--- src/tqs_pkg.sv ---
// Purpose: Shared constants for the torque-mode status and speed-limit block.
// Assumes: 10 MHz system clock, AHB-Lite register access, 32-bit data.
// Notes on behaviour
// [RQ1] Motion-active flag stays on for the whole of a motor operation.
// [RQ2] Once on, motion-active holds at least the configured minimum on-time.
// [RQ3] Minimum on-time is set in milliseconds, 0 to 255.
// [RQ4] Motion-active reaches the shared output only when selection one picks it.
// [RQ5] Brake-release reaches the shared output only when selection one picks it.
// [RQ6] Brake-release is on while brake released; controller switches brake from it.
// [RQ7] Zero-speed reaches its output only when selection two picks it.
// [RQ8] Zero-speed is on while measured speed lies inside the zero-speed band.
// [RQ9] Zero-speed band accepts 1 to 5500 r/min.
// [RQ10] Speed-limited turns on when measured speed reaches the active limit.
// [RQ11] Speed-limited turns off once speed drops below the active limit.
// [RQ12] Shaft-free input cuts motor current, leaving no holding torque.
// [RQ13] Shaft-free while brake holds releases the brake; holding is lost.
// [RQ14] Eight records 0 to 7, each a speed limit and a torque command.
// [RQ15] Every record starts with zero speed limit and zero torque command.
// [RQ16] Three selects form the record number, select two most significant.
// [RQ17] Analog enabled: record 0 from knob, record 1 from analog input.
// [RQ18] System-level settings such as analog enable act after next power-up; reset also restores the staged bit, so its default always goes live.
// [RQ19] Internal knob sets speed limit 0 to 5500 r/min, factory value 0.
// [RQ20] Analog gain 0 to 5500 r/min per volt, default 550.
// [RQ21] Auto offset enabled plus apply command captures present input as offset.
// [RQ22] Auto offset disabled subtracts the stored offset voltage from the input.
// [RQ23] Stored offset voltage ranges from -1.00 to 1.00 volts.
package tqs_pkg;

   localparam int unsigned CLK_HZ          = 10_000_000;
   localparam int unsigned MS_PER_S        = 1000;
   localparam int unsigned CYC_PER_MS      = CLK_HZ / MS_PER_S;

   localparam logic [15:0] SPEED_MAX       = 16'h157C;   // 5500 r/min
   localparam logic [15:0] ZBAND_MIN       = 16'h0001;
   localparam logic [7:0]  MINON_MAX       = 8'hFF;
   localparam logic [15:0] TORQUE_MAX      = 16'h012C;   // 300 percent
   // Analog voltage is signed millivolts; the offset is limited to +/-1000 mV.
   localparam logic signed [15:0] OFS_MAX  = 16'sh03E8;
   localparam logic signed [15:0] OFS_MIN  = -16'sh03E8;

   localparam logic [7:0]  A_CTRL          = 8'h00;
   localparam logic [7:0]  A_MINON         = 8'h04;
   localparam logic [7:0]  A_ZBAND         = 8'h08;
   localparam logic [7:0]  A_GAIN          = 8'h0C;
   localparam logic [7:0]  A_OFS           = 8'h10;
   localparam logic [7:0]  A_STATUS        = 8'h14;
   localparam logic [7:0]  A_SPEED_LIM     = 8'h18;
   localparam logic [7:0]  A_REC_BASE      = 8'h20;   // 8 words, limit [15:0] torque [31:16]

   // Control register fields.
   localparam int unsigned C_SEL1_LO       = 0;       // 2 bits: 0 warn, 1 motion, 2 brake
   localparam int unsigned C_SEL2          = 2;       // 0 zone, 1 zero-speed
   localparam int unsigned C_ANA_EN        = 3;       // system setting, staged
   localparam int unsigned C_AUTO_OFS      = 4;
   localparam int unsigned C_OFS_APPLY     = 5;       // write-one pulse

   localparam logic [1:0]  SEL1_RST        = 2'h1;
   localparam logic [7:0]  MINON_RST       = 8'h00;
   localparam logic [15:0] ZBAND_RST       = 16'h000A;
   localparam logic [15:0] GAIN_RST        = 16'h0226;   // 550 r/min per volt
   localparam logic        ANA_EN_RST      = 1'b1;

   typedef enum logic [2:0]
   {
      MV_IDLE = 3'b001,
      MV_RUN  = 3'b010,
      MV_HOLD = 3'b100
   } tqs_mv_t;

endpackage

--- src/tqs_core.sv ---
// Purpose: Status flags, shaft-free control and speed-limit record selection.
// Assumes: Pins and analog samples arrive asynchronously and are resynchronised.
// Notes: Registers reached over AHB-Lite; writes answer at once, reads after one wait state.
//
// The register offsets and register access over AHB-Lite are this design's own decisions.
`timescale 1ns/1ps
module tqs_core
   import tqs_pkg::*;
#(
   parameter int unsigned CYC_MS = CYC_PER_MS
)
(
   input  wire logic               clk_sys,
   input  wire logic               rst_b,
   input  wire logic               hsel,
   input  wire logic [31:0]        haddr,
   input  wire logic [1:0]         htrans,
   input  wire logic               hwrite,
   input  wire logic [2:0]         hsize,
   input  wire logic [31:0]        hwdata,
   input  wire logic               hready,
   output logic [31:0]             hrdata,
   output logic                    hreadyout,
   output logic                    hresp,
   input  wire logic               motor_busy,
   input  wire logic               brake_open_req,
   input  wire logic               warn_in,
   input  wire logic               zone_in,
   input  wire logic               shaft_free,
   input  wire logic [15:0]        speed_abs,
   input  wire logic               record_select_bit0,
   input  wire logic               record_select_bit1,
   input  wire logic               record_select_bit2,
   input  wire logic [15:0]        internal_speed_knob,
   input  wire logic signed [15:0] analog_io_connector,
   output logic                    out_slot1,
   output logic                    out_slot2,
   output logic                    brake_release_flag,
   output logic                    zero_speed_flag,
   output logic                    speed_limited_flag,
   output logic                    current_enable,
   output logic [15:0]             speed_limit_act,
   output logic [15:0]             torque_cmd_act
);

   // Two-flop synchronisers for pins.
   localparam int unsigned NP = 8;
   logic [NP-1:0] pin_raw;
   logic [NP-1:0] pin_s1_r;
   logic [NP-1:0] pin_s2_r;
   assign pin_raw = {record_select_bit2, record_select_bit1, record_select_bit0,
                     shaft_free, zone_in, warn_in, brake_open_req, motor_busy};

   // Each pin is a level, so a two-flop chain per bit is enough; a select change
   // may show a mixed record number for one cycle while the bits settle.
   // Multi-bit samples are assumed slow and held stable by the converters.
   logic [15:0]        spd_s1_r,  spd_s2_r;
   logic [15:0]        knob_s1_r, knob_s2_r;
   logic signed [15:0] ana_s1_r,  ana_s2_r;

   always_ff @(posedge clk_sys or negedge rst_b)
   begin
      if (!rst_b)
      begin
         pin_s1_r  <= '0;
         pin_s2_r  <= '0;
         spd_s1_r  <= '0;
         spd_s2_r  <= '0;
         knob_s1_r <= '0;
         knob_s2_r <= '0;
         ana_s1_r  <= '0;
         ana_s2_r  <= '0;
      end
      else
      begin
         pin_s1_r  <= pin_raw;
         pin_s2_r  <= pin_s1_r;
         spd_s1_r  <= speed_abs;
         spd_s2_r  <= spd_s1_r;
         knob_s1_r <= internal_speed_knob;
         knob_s2_r <= knob_s1_r;
         ana_s1_r  <= analog_io_connector;
         ana_s2_r  <= ana_s1_r;
      end
   end

   wire       busy_s  = pin_s2_r[0];
   wire       brk_s   = pin_s2_r[1];
   wire       warn_s  = pin_s2_r[2];
   wire       zone_s  = pin_s2_r[3];
   wire       free_s  = pin_s2_r[4];
   wire [2:0] rec_sel = pin_s2_r[7:5];   // see [RQ16]

   // AHB-Lite slave.
   logic        ph_wr_r;
   logic        ph_rd_r;
   logic [7:0]  ph_addr_r;
   wire         acc      = hsel && hready && htrans[1];
   wire         wr_now   = ph_wr_r;

   logic [1:0]  sel1_r;
   logic        sel2_r;
   logic        ana_stage_r;
   logic        ana_live_r;
   logic        auto_ofs_r;
   logic [7:0]  minon_r;
   logic [15:0] zband_r;
   logic [15:0] gain_r;
   logic signed [15:0] ofs_r;
   logic signed [15:0] auto_cap_r;
   logic [15:0] rec_lim_r [8];
   logic [15:0] rec_trq_r [8];

   wire [7:0]  wa     = ph_addr_r;
   wire        w_ctrl = wr_now && (wa == A_CTRL);
   wire        w_rec  = wr_now && (wa[7:5] == A_REC_BASE[7:5]);
   wire [2:0]  w_idx  = wa[4:2];

   // Writes above the legal range saturate to the nearest limit; the minimum on-time write keeps only hwdata[7:0].
   wire [15:0] wd_lo  = hwdata[15:0];
   wire [15:0] wd_hi  = hwdata[31:16];
   wire [15:0] zb_in  = (wd_lo < ZBAND_MIN) ? ZBAND_MIN :
                        (wd_lo > SPEED_MAX) ? SPEED_MAX : wd_lo;   // see [RQ9]
   wire [15:0] gn_in  = (wd_lo > SPEED_MAX) ? SPEED_MAX : wd_lo;   // see [RQ20]
   wire signed [15:0] of_raw = $signed(wd_lo);
   wire signed [15:0] of_in  = (of_raw > OFS_MAX) ? OFS_MAX :
                               (of_raw < OFS_MIN) ? OFS_MIN : of_raw;   // see [RQ23]
   wire [15:0] lim_in = (wd_lo > SPEED_MAX) ? SPEED_MAX : wd_lo;
   wire [15:0] trq_in = (wd_hi > TORQUE_MAX) ? TORQUE_MAX : wd_hi;
   // The apply strobe acts only when auto offset was already on before this write.
   wire        ofs_apply = w_ctrl && hwdata[C_OFS_APPLY];

   always_ff @(posedge clk_sys or negedge rst_b)
   begin
      if (!rst_b)
      begin
         ph_wr_r   <= 1'b0;
         ph_rd_r   <= 1'b0;
         ph_addr_r <= '0;
      end
      else
      begin
         ph_wr_r   <= acc && hwrite;
         ph_rd_r   <= acc && !hwrite;
         ph_addr_r <= acc ? haddr[7:0] : ph_addr_r;
      end
   end

   always_ff @(posedge clk_sys or negedge rst_b)
   begin
      if (!rst_b)
      begin
         sel1_r      <= SEL1_RST;
         sel2_r      <= 1'b1;
         ana_stage_r <= ANA_EN_RST;
         auto_ofs_r  <= 1'b0;
         minon_r     <= MINON_RST;
         zband_r     <= ZBAND_RST;
         gain_r      <= GAIN_RST;   // see [RQ20]
         ofs_r       <= '0;
      end
      else
      begin
         if (w_ctrl)
         begin
            sel1_r      <= hwdata[C_SEL1_LO +: 2];
            sel2_r      <= hwdata[C_SEL2];
            ana_stage_r <= hwdata[C_ANA_EN];
            auto_ofs_r  <= hwdata[C_AUTO_OFS];
         end
         if (wr_now && wa == A_MINON)
            minon_r <= hwdata[7:0];   // see [RQ3]
         if (wr_now && wa == A_ZBAND)
            zband_r <= zb_in;
         if (wr_now && wa == A_GAIN)
            gain_r <= gn_in;
         if (wr_now && wa == A_OFS)
            ofs_r <= of_in;
      end
   end

   // The staged analog enable is copied only at reset release, which stands in
   // for the next power-up; a live change would swap record sources mid-motion.
   logic boot_done_r;
   always_ff @(posedge clk_sys or negedge rst_b)
   begin
      if (!rst_b)
      begin
         boot_done_r <= 1'b0;
         ana_live_r  <= ANA_EN_RST;
      end
      else if (!boot_done_r)
      begin
         boot_done_r <= 1'b1;
         ana_live_r  <= ana_stage_r;   // see [RQ18]
      end
   end

   // Reset also restores the staged value to its default, so a staged change is
   // always lost on any reset; the live copy never moves.

   genvar gi;
   generate
      for (gi = 0; gi < 8; gi++)
      begin : g_rec
         always_ff @(posedge clk_sys or negedge rst_b)
         begin
            if (!rst_b)
            begin
               rec_lim_r[gi] <= '0;   // see [RQ15]
               rec_trq_r[gi] <= '0;   // see [RQ15]
            end
            else if (w_rec && w_idx == 3'(gi))
            begin
               rec_lim_r[gi] <= lim_in;   // see [RQ14]
               rec_trq_r[gi] <= trq_in;
            end
         end
      end
   endgenerate

   // Analog speed limit path.
   always_ff @(posedge clk_sys or negedge rst_b)
   begin
      if (!rst_b)
         auto_cap_r <= '0;
      else if (ofs_apply && auto_ofs_r)
         auto_cap_r <= ana_s2_r;   // see [RQ21]
   end

   wire signed [15:0] ofs_use = auto_ofs_r ? auto_cap_r : ofs_r;   // see [RQ22]
   wire signed [16:0] v_net   = 17'(ana_s2_r) - 17'(ofs_use);
   // A negative net voltage gives a zero limit rather than wrapping to a large one.
   wire [15:0]        v_pos   = v_net[16] ? 16'h0000 : v_net[15:0];
   wire [31:0]        ana_prod = 32'(v_pos) * 32'(gain_r);
   wire [31:0]        ana_rpm  = ana_prod / 32'(MS_PER_S);
   wire [15:0]        ana_lim  = (ana_rpm > 32'(SPEED_MAX)) ? SPEED_MAX : ana_rpm[15:0];
   wire [15:0]        knob_lim = (knob_s2_r > SPEED_MAX) ? SPEED_MAX : knob_s2_r;   // see [RQ19]

   logic [15:0] lim_sel;
   always_comb
   begin
      lim_sel = rec_lim_r[rec_sel];
      if (ana_live_r && rec_sel == 3'd0)
         lim_sel = knob_lim;   // see [RQ17]
      else if (ana_live_r && rec_sel == 3'd1)
         lim_sel = ana_lim;    // see [RQ17]
   end

   // Motion-active state machine with minimum on-time.
   tqs_mv_t     mv_r;
   tqs_mv_t     mv_nxt;
   logic [7:0]  ms_r;
   logic [15:0] sub_r;
   wire         ms_tick = (sub_r == 16'(CYC_MS - 1));
   wire         min_met = (ms_r >= minon_r);

   always_comb
   begin
      case (mv_r)
         MV_IDLE: mv_nxt = busy_s ? MV_RUN : MV_IDLE;
         MV_RUN:  mv_nxt = busy_s ? MV_RUN : (min_met ? MV_IDLE : MV_HOLD);   // see [RQ1]
         MV_HOLD: mv_nxt = busy_s ? MV_RUN : (min_met ? MV_IDLE : MV_HOLD);   // see [RQ2]
         default: mv_nxt = MV_IDLE;
      endcase
   end

   always_ff @(posedge clk_sys or negedge rst_b)
   begin
      if (!rst_b)
      begin
         mv_r  <= MV_IDLE;
         ms_r  <= '0;
         sub_r <= '0;
      end
      else
      begin
         mv_r <= mv_nxt;
         if (mv_r == MV_IDLE)
         begin
            ms_r  <= '0;
            sub_r <= '0;
         end
         else
         begin
            sub_r <= ms_tick ? 16'h0000 : sub_r + 16'h0001;
            // The count saturates at the largest setting so a long move never wraps.
            if (ms_tick && ms_r != MINON_MAX)
               ms_r <= ms_r + 8'h01;
         end
      end
   end

   // The flag follows the next state, so it rises as soon as the busy pin arrives.
   // Shaft-free forces the brake flag on even while the drive would hold the load.
   // With an active limit of zero the limited flag stays on, as any speed reaches it.
   wire mv_flag  = (mv_nxt != MV_IDLE);
   wire brk_flag = brk_s || free_s;   // see [RQ6] see [RQ13]
   wire zv_flag  = (spd_s2_r <= zband_r);   // see [RQ8]
   wire vl_flag  = (spd_s2_r >= lim_sel);   // see [RQ10] see [RQ11]
   wire slot1    = (sel1_r == 2'd1) ? mv_flag :     // see [RQ4]
                   (sel1_r == 2'd2) ? brk_flag :    // see [RQ5]
                   (sel1_r == 2'd0) ? warn_s : 1'b0;
   wire slot2    = sel2_r ? zv_flag : zone_s;       // see [RQ7]

   always_ff @(posedge clk_sys or negedge rst_b)
   begin
      if (!rst_b)
      begin
         out_slot1          <= 1'b0;
         out_slot2          <= 1'b0;
         brake_release_flag <= 1'b0;
         zero_speed_flag    <= 1'b0;
         speed_limited_flag <= 1'b0;
         current_enable     <= 1'b0;
         speed_limit_act    <= '0;
         torque_cmd_act     <= '0;
      end
      else
      begin
         out_slot1          <= slot1;
         out_slot2          <= slot2;
         brake_release_flag <= brk_flag;
         zero_speed_flag    <= zv_flag;
         speed_limited_flag <= vl_flag;
         current_enable     <= !free_s;   // see [RQ12]
         speed_limit_act    <= lim_sel;
         torque_cmd_act     <= rec_trq_r[rec_sel];
      end
   end

   // Read data.
   wire [31:0] ctrl_rd = {27'h000_0000, auto_ofs_r, ana_stage_r, sel2_r, sel1_r};
   wire [31:0] stat_rd = {24'h00_0000, rec_sel, ana_live_r, vl_flag, zv_flag,
                          brk_flag, mv_flag};
   logic [31:0] rd_mux;
   always_comb
   begin
      rd_mux = 32'h0000_0000;
      if (wa[7:5] == A_REC_BASE[7:5])
         rd_mux = {rec_trq_r[w_idx], rec_lim_r[w_idx]};
      else
         case (wa)
            A_CTRL:      rd_mux = ctrl_rd;
            A_MINON:     rd_mux = {24'h00_0000, minon_r};
            A_ZBAND:     rd_mux = {16'h0000, zband_r};
            A_GAIN:      rd_mux = {16'h0000, gain_r};
            A_OFS:       rd_mux = {{16{ofs_use[15]}}, ofs_use};
            A_STATUS:    rd_mux = stat_rd;
            A_SPEED_LIM: rd_mux = {16'h0000, lim_sel};
            default:     rd_mux = 32'h0000_0000;
         endcase
   end

   // Reads take one wait state so that the read data leave a flop; the extra
   // cycle also lets a write that lands just before the read be seen by it.
   always_ff @(posedge clk_sys or negedge rst_b)
   begin
      if (!rst_b)
      begin
         hrdata    <= 32'h0000_0000;
         hreadyout <= 1'b1;
      end
      else
      begin
         hrdata    <= ph_rd_r ? rd_mux : 32'h0000_0000;
         hreadyout <= !(acc && !hwrite);
      end
   end

   assign hresp = 1'b0;

endmodule // tqs_core

--- config.mk ---
export PLATFORM = sky130hd
export DESIGN_NAME = tqs_core
export DESIGN_NICKNAME = d
export VERILOG_FILES = /design/src/tqs_pkg.sv /design/src/tqs_core.sv
export SDC_FILE = /design/constraint.sdc
export NUM_CORES = 2
export LEC_CHECK = 0
export BUFFER_PORTS_ARGS = -buffer_cell sky130_fd_sc_hd__buf_2
export CAP_MARGIN = 5
export CORE_MARGIN = 2
export CORE_UTILIZATION = 63
export CTS_BUF_LIST = sky130_fd_sc_hd__clkbuf_16
export DETAILED_ROUTE_END_ITERATION = 7
export HOLD_SLACK_MARGIN = 0.12
export PLACE_DENSITY = 0.82
export SETUP_SLACK_MARGIN = 0.05
export SLEW_MARGIN = 20
export SYNTH_ARGS = -nofsm -noshare
export SYNTH_HDL_FRONTEND = slang
export SYNTH_SLANG_ARGS = --single-unit
--- constraint.sdc ---
create_clock -name clk_sys -period 31 [get_ports clk_sys]
set_input_delay 6.2 -clock clk_sys [delete_from_list [all_inputs] [get_ports clk_sys]]
set_output_delay 6.2 -clock clk_sys [all_outputs]
set_load 0.01 [all_outputs]
==> metrics.md <==
| Metric | Value |
|---|---|
| Synth warn | `0` |
| First-pass GRT wire length | `about 180 mm` |
| Setup crit start | `auto_ofs_r` |
| DR WL/cell | `22.22 um` |
| Global Route met1 Usage | `a little over two fifths` |
| Routed vias | `~33,000` |
| Drt drc | `0` |
| Largest regs | `rec_lim_r: 128 flops, rec_trq_r: 128 flops, hrdata: 32 flops` |
| Layout Nets | `4,645` |
| Core area | `between 60,000 and 70,000 um2` |
| Worst flop-to-flop path startpoint | `auto_ofs_r` |
| Area growth, synth to finish | `8.531%` |
| # setup viols final | `0` |
| Register area share after synthesis | `34.25%` |
| Post-synthesis compound-gate area fraction | `16.73%` |
| Cell count after synthesis | `around 4,100` |
| DIE WIDTH | `between 200 and 300 um` |
| Worst Path Arrival | `between 30 and 40 ns` |
| Syn avg cell area | `9.962 um2` |
| Worst Clk Skew | `between 0.04 and 0.05 ns` |
| Synth async-reset ratio | `100.0%` |
| Met2 Track Usage GR | `a little under three fifths` |
| Remaining global-route overflow | `0` |
| # port buffers | `between 150 and 200` |
| Crit path to | `hrdata[3]` |
| Synth area leader | `dfrtp_1` |
| Die area | `approximately 66,000 um2` |
| Startpoint types | `flip-flop` |
| HPWL after DPL | `slightly below 80 mm` |
| Simple-gate share of the synthesized area | `15.85%` |
| Initial Utilization | `63.32%` |
| Clock insertion delay at the later pin of the skew report | `~0.62 ns` |
| Met3 Use GR | `a little over 6%` |
| Gr usage total | `33.64%` |
| Vias in the first global route | `33,233` |
| Final ANT Viol Nets | `0` |
| Xor/xnor share of the synthesized area | `under 10%` |
| CP max-delay cell | `o41ai_1` |
| Final Cell Area | `~44,000 um2` |
| CP max FO | `16` |
| Clock Sinks | `555` |
| Headroom to the max-slew limit | `a little under a fifth` |
| EDFF count, synth | `0` |
| Status | `finished, final reports clean` |
| Share of cells above drive strength 1 | `between 15 and 20%` |
| Largest net degree at the start of global routing | `between 150 and 200` |
| R2R Setup Slk | `approximately 1.5 ns` |
| Stages on the worst setup path | `112` |
| Largest family of logic cells by synthesized area | `compound AO/OA/AOI/OAI gates` |
| Initial antenna violation count | `5` |
| Routed wire length | `approximately 110 mm` |
| Yosys top cell area share | `around 33%` |
| Routability-driven placement congestion ratio | `between 0.9 and 1` |
| CTS clk-pin slew, worst paths | `around 0.07 ns` |
| Terminus of the critical flop-to-flop path | `hrdata[3]` |
| Fillers | `4,674` |
| Top FF cell, synth | `dfrtp_1` |
| Peak Freq | `approximately 34 MHz` |
| Synth area leaders | `dfrtp_1 (33%), fa_1 (9.6%), mux4_2 (7.2%), ha_1 (5.0%), nand2_1 (4.7%)` |
| Crit-path max cell delay | `~0.6 ns` |
| Reg area | `about 14,000 um2` |
| Worst r2r path cells | `around 110` |
| H-tree depth | `2` |
| Crit end category | `flip-flop` |
| CP delay by family, top | `compound AO/OA/AOI/OAI gates` |
| Max Slew Vio Count | `0` |
| DP Area | `42,130 um2` |
| CTS tree | `done` |
| Fin crit share | `95.27%` |
| Worst min path class | `flip-flop to flip-flop` |
| Mux contribution to synthesized area | `between 10 and 15%` |
| Critical Path RT | `around 31 ns` |
| Post-synthesis adder-cell area fraction | `between 10 and 15%` |
| WS Path Type | `flip-flop to flip-flop` |
| DRT Pass-1 Iters | `6` |
| Transition time at the pin with the least slew margin | `around 1.2 ns` |
| Maximum clock insertion buffer count | `3` |
| Syn_nets | `between 4,000 and 5,000` |
| CP most frequent cell | `a21oi_1` |
| Synth top cells by count | `dfrtp_1 (543), nand2_1 (508), o21ai_0 (325)` |
| Busiest grt layer | `met2` |
| Synthesized cell area | `slightly above 40,000 um2` |
| Initial DRC count | `3,374` |
| Yosys reg bits | `approximately 560` |
| Via density | `between 6 and 7` |
| Final hold viol count | `0` |
| Post-synth cell types | `around 140` |
| CTS root buffer | `clkbuf_16` |
| I/O pin count | `approximately 200` |
| Max-Cap Viols | `0` |
| Post-layout util | `68.72%` |
| Critical path buffers and inverters | `6` |
| Die Ht | `between 200 and 300 um` |
| Multi-input logic area | `roughly 25,000 um2` |
| Standard-cell rows | `93` |
| Most frequent cell after synthesis | `dfrtp_1` |
| Num CTS Buffers | `50` |
| Post-layout min period | `between 20 and 30 ns` |
layout make-up:
class	instances	area share (%)
multi-input combinational	3060	57.18
inverter	265	2.258
sequential	555	31.59
clock inverter	44	0.7810
clock buffer	50	2.840
timing repair buffer	225	2.908
antenna	3	0.01704
tap	855	2.428
per-layer routing:
| layer | up-vias | part of all wire [%] |
|---|---|---|
| li1 | 14663 | - |
| met1 | 16392 | 38 |
| met2 | 1790 | 48 |
| met3 | 391 | 8.9 |
| met4 | 4 | 5.4 |
| met5 | - | 0.024 |
worst register-to-register path, delay by kind of cell, from the launching register on:
family          cells  cell delay, ns
mux                 5            1.87
compound gates     66           16.97
fa+ha+maj           9            4.17
simple gates       25            4.44
flops               1            0.45
xor+xnor            1            0.37
buf+inv             6            1.19
worst min path at each step:
| stage | start | endpoint | depth (start not counted) |
|---|---|---|---|
| floorplan | ana_s1_r[0] | ana_s2_r[0] | 0 |
| global placement | pin_s1_r[4] | pin_s2_r[4] | 0 |
| detailed placement | ana_s1_r[14] | ana_s2_r[14] | 0 |
| CTS | spd_s1_r[12] | spd_s2_r[12] | 0 |
| global route | spd_s1_r[11] | spd_s2_r[11] | 0 |
| finish | spd_s1_r[12] | spd_s2_r[12] | 0 |
cell families after synthesis:
kind of cell | after synthesis
other | 2
xor gates and xnor gates | 118
adders and majority gates | 363
and+or+nand+nor | 1322
muxes | 281
DFF | 555
AOI/OAI and AO/OA | 974
buffers and inverters | 460
per-stage QoR:
step / std cells / TNS [ns] / setup WS [ns] / hold WS [ns]
finish: 5057 / 0 / 1.466 / 0.3440
global route: 5054 / -0.03880 / -0.03880 / 0.3541
CTS: 5046 / 0 / 0.7364 / 0.3470
detailed placement: 4952 / 0 / 0.7902 / 0.3347
global placement: 4952 / 0 / 1.250 / 0.3316
floorplan: 4075 / 0 / 5.063 / 0.3312
cell usage in the layout, fill, tap and decap left out, types with 76 or more instances in the layout:
cell type  synthesis  final
buf_2             25    171
inv_1            264    278
o21ai_0          325    324
nand2_1          508    506
nor2_1           211    208
a21oi_1          155    152
dfrtp_1          543    537
and2_1           231    230
ha_1             163    163
mux4_2           130    130
xnor2_1           78     76
fa_1             195    195
timing repair:
action	in CTS	in global routing
gates resized for setup	0	48
hold buffers	0	0
setup endpoints to repair	0	2
buffers inserted	0	8
Power is not shown: default switching activity piles up to over one toggle a cycle in this logic, so the estimate is an artifact.
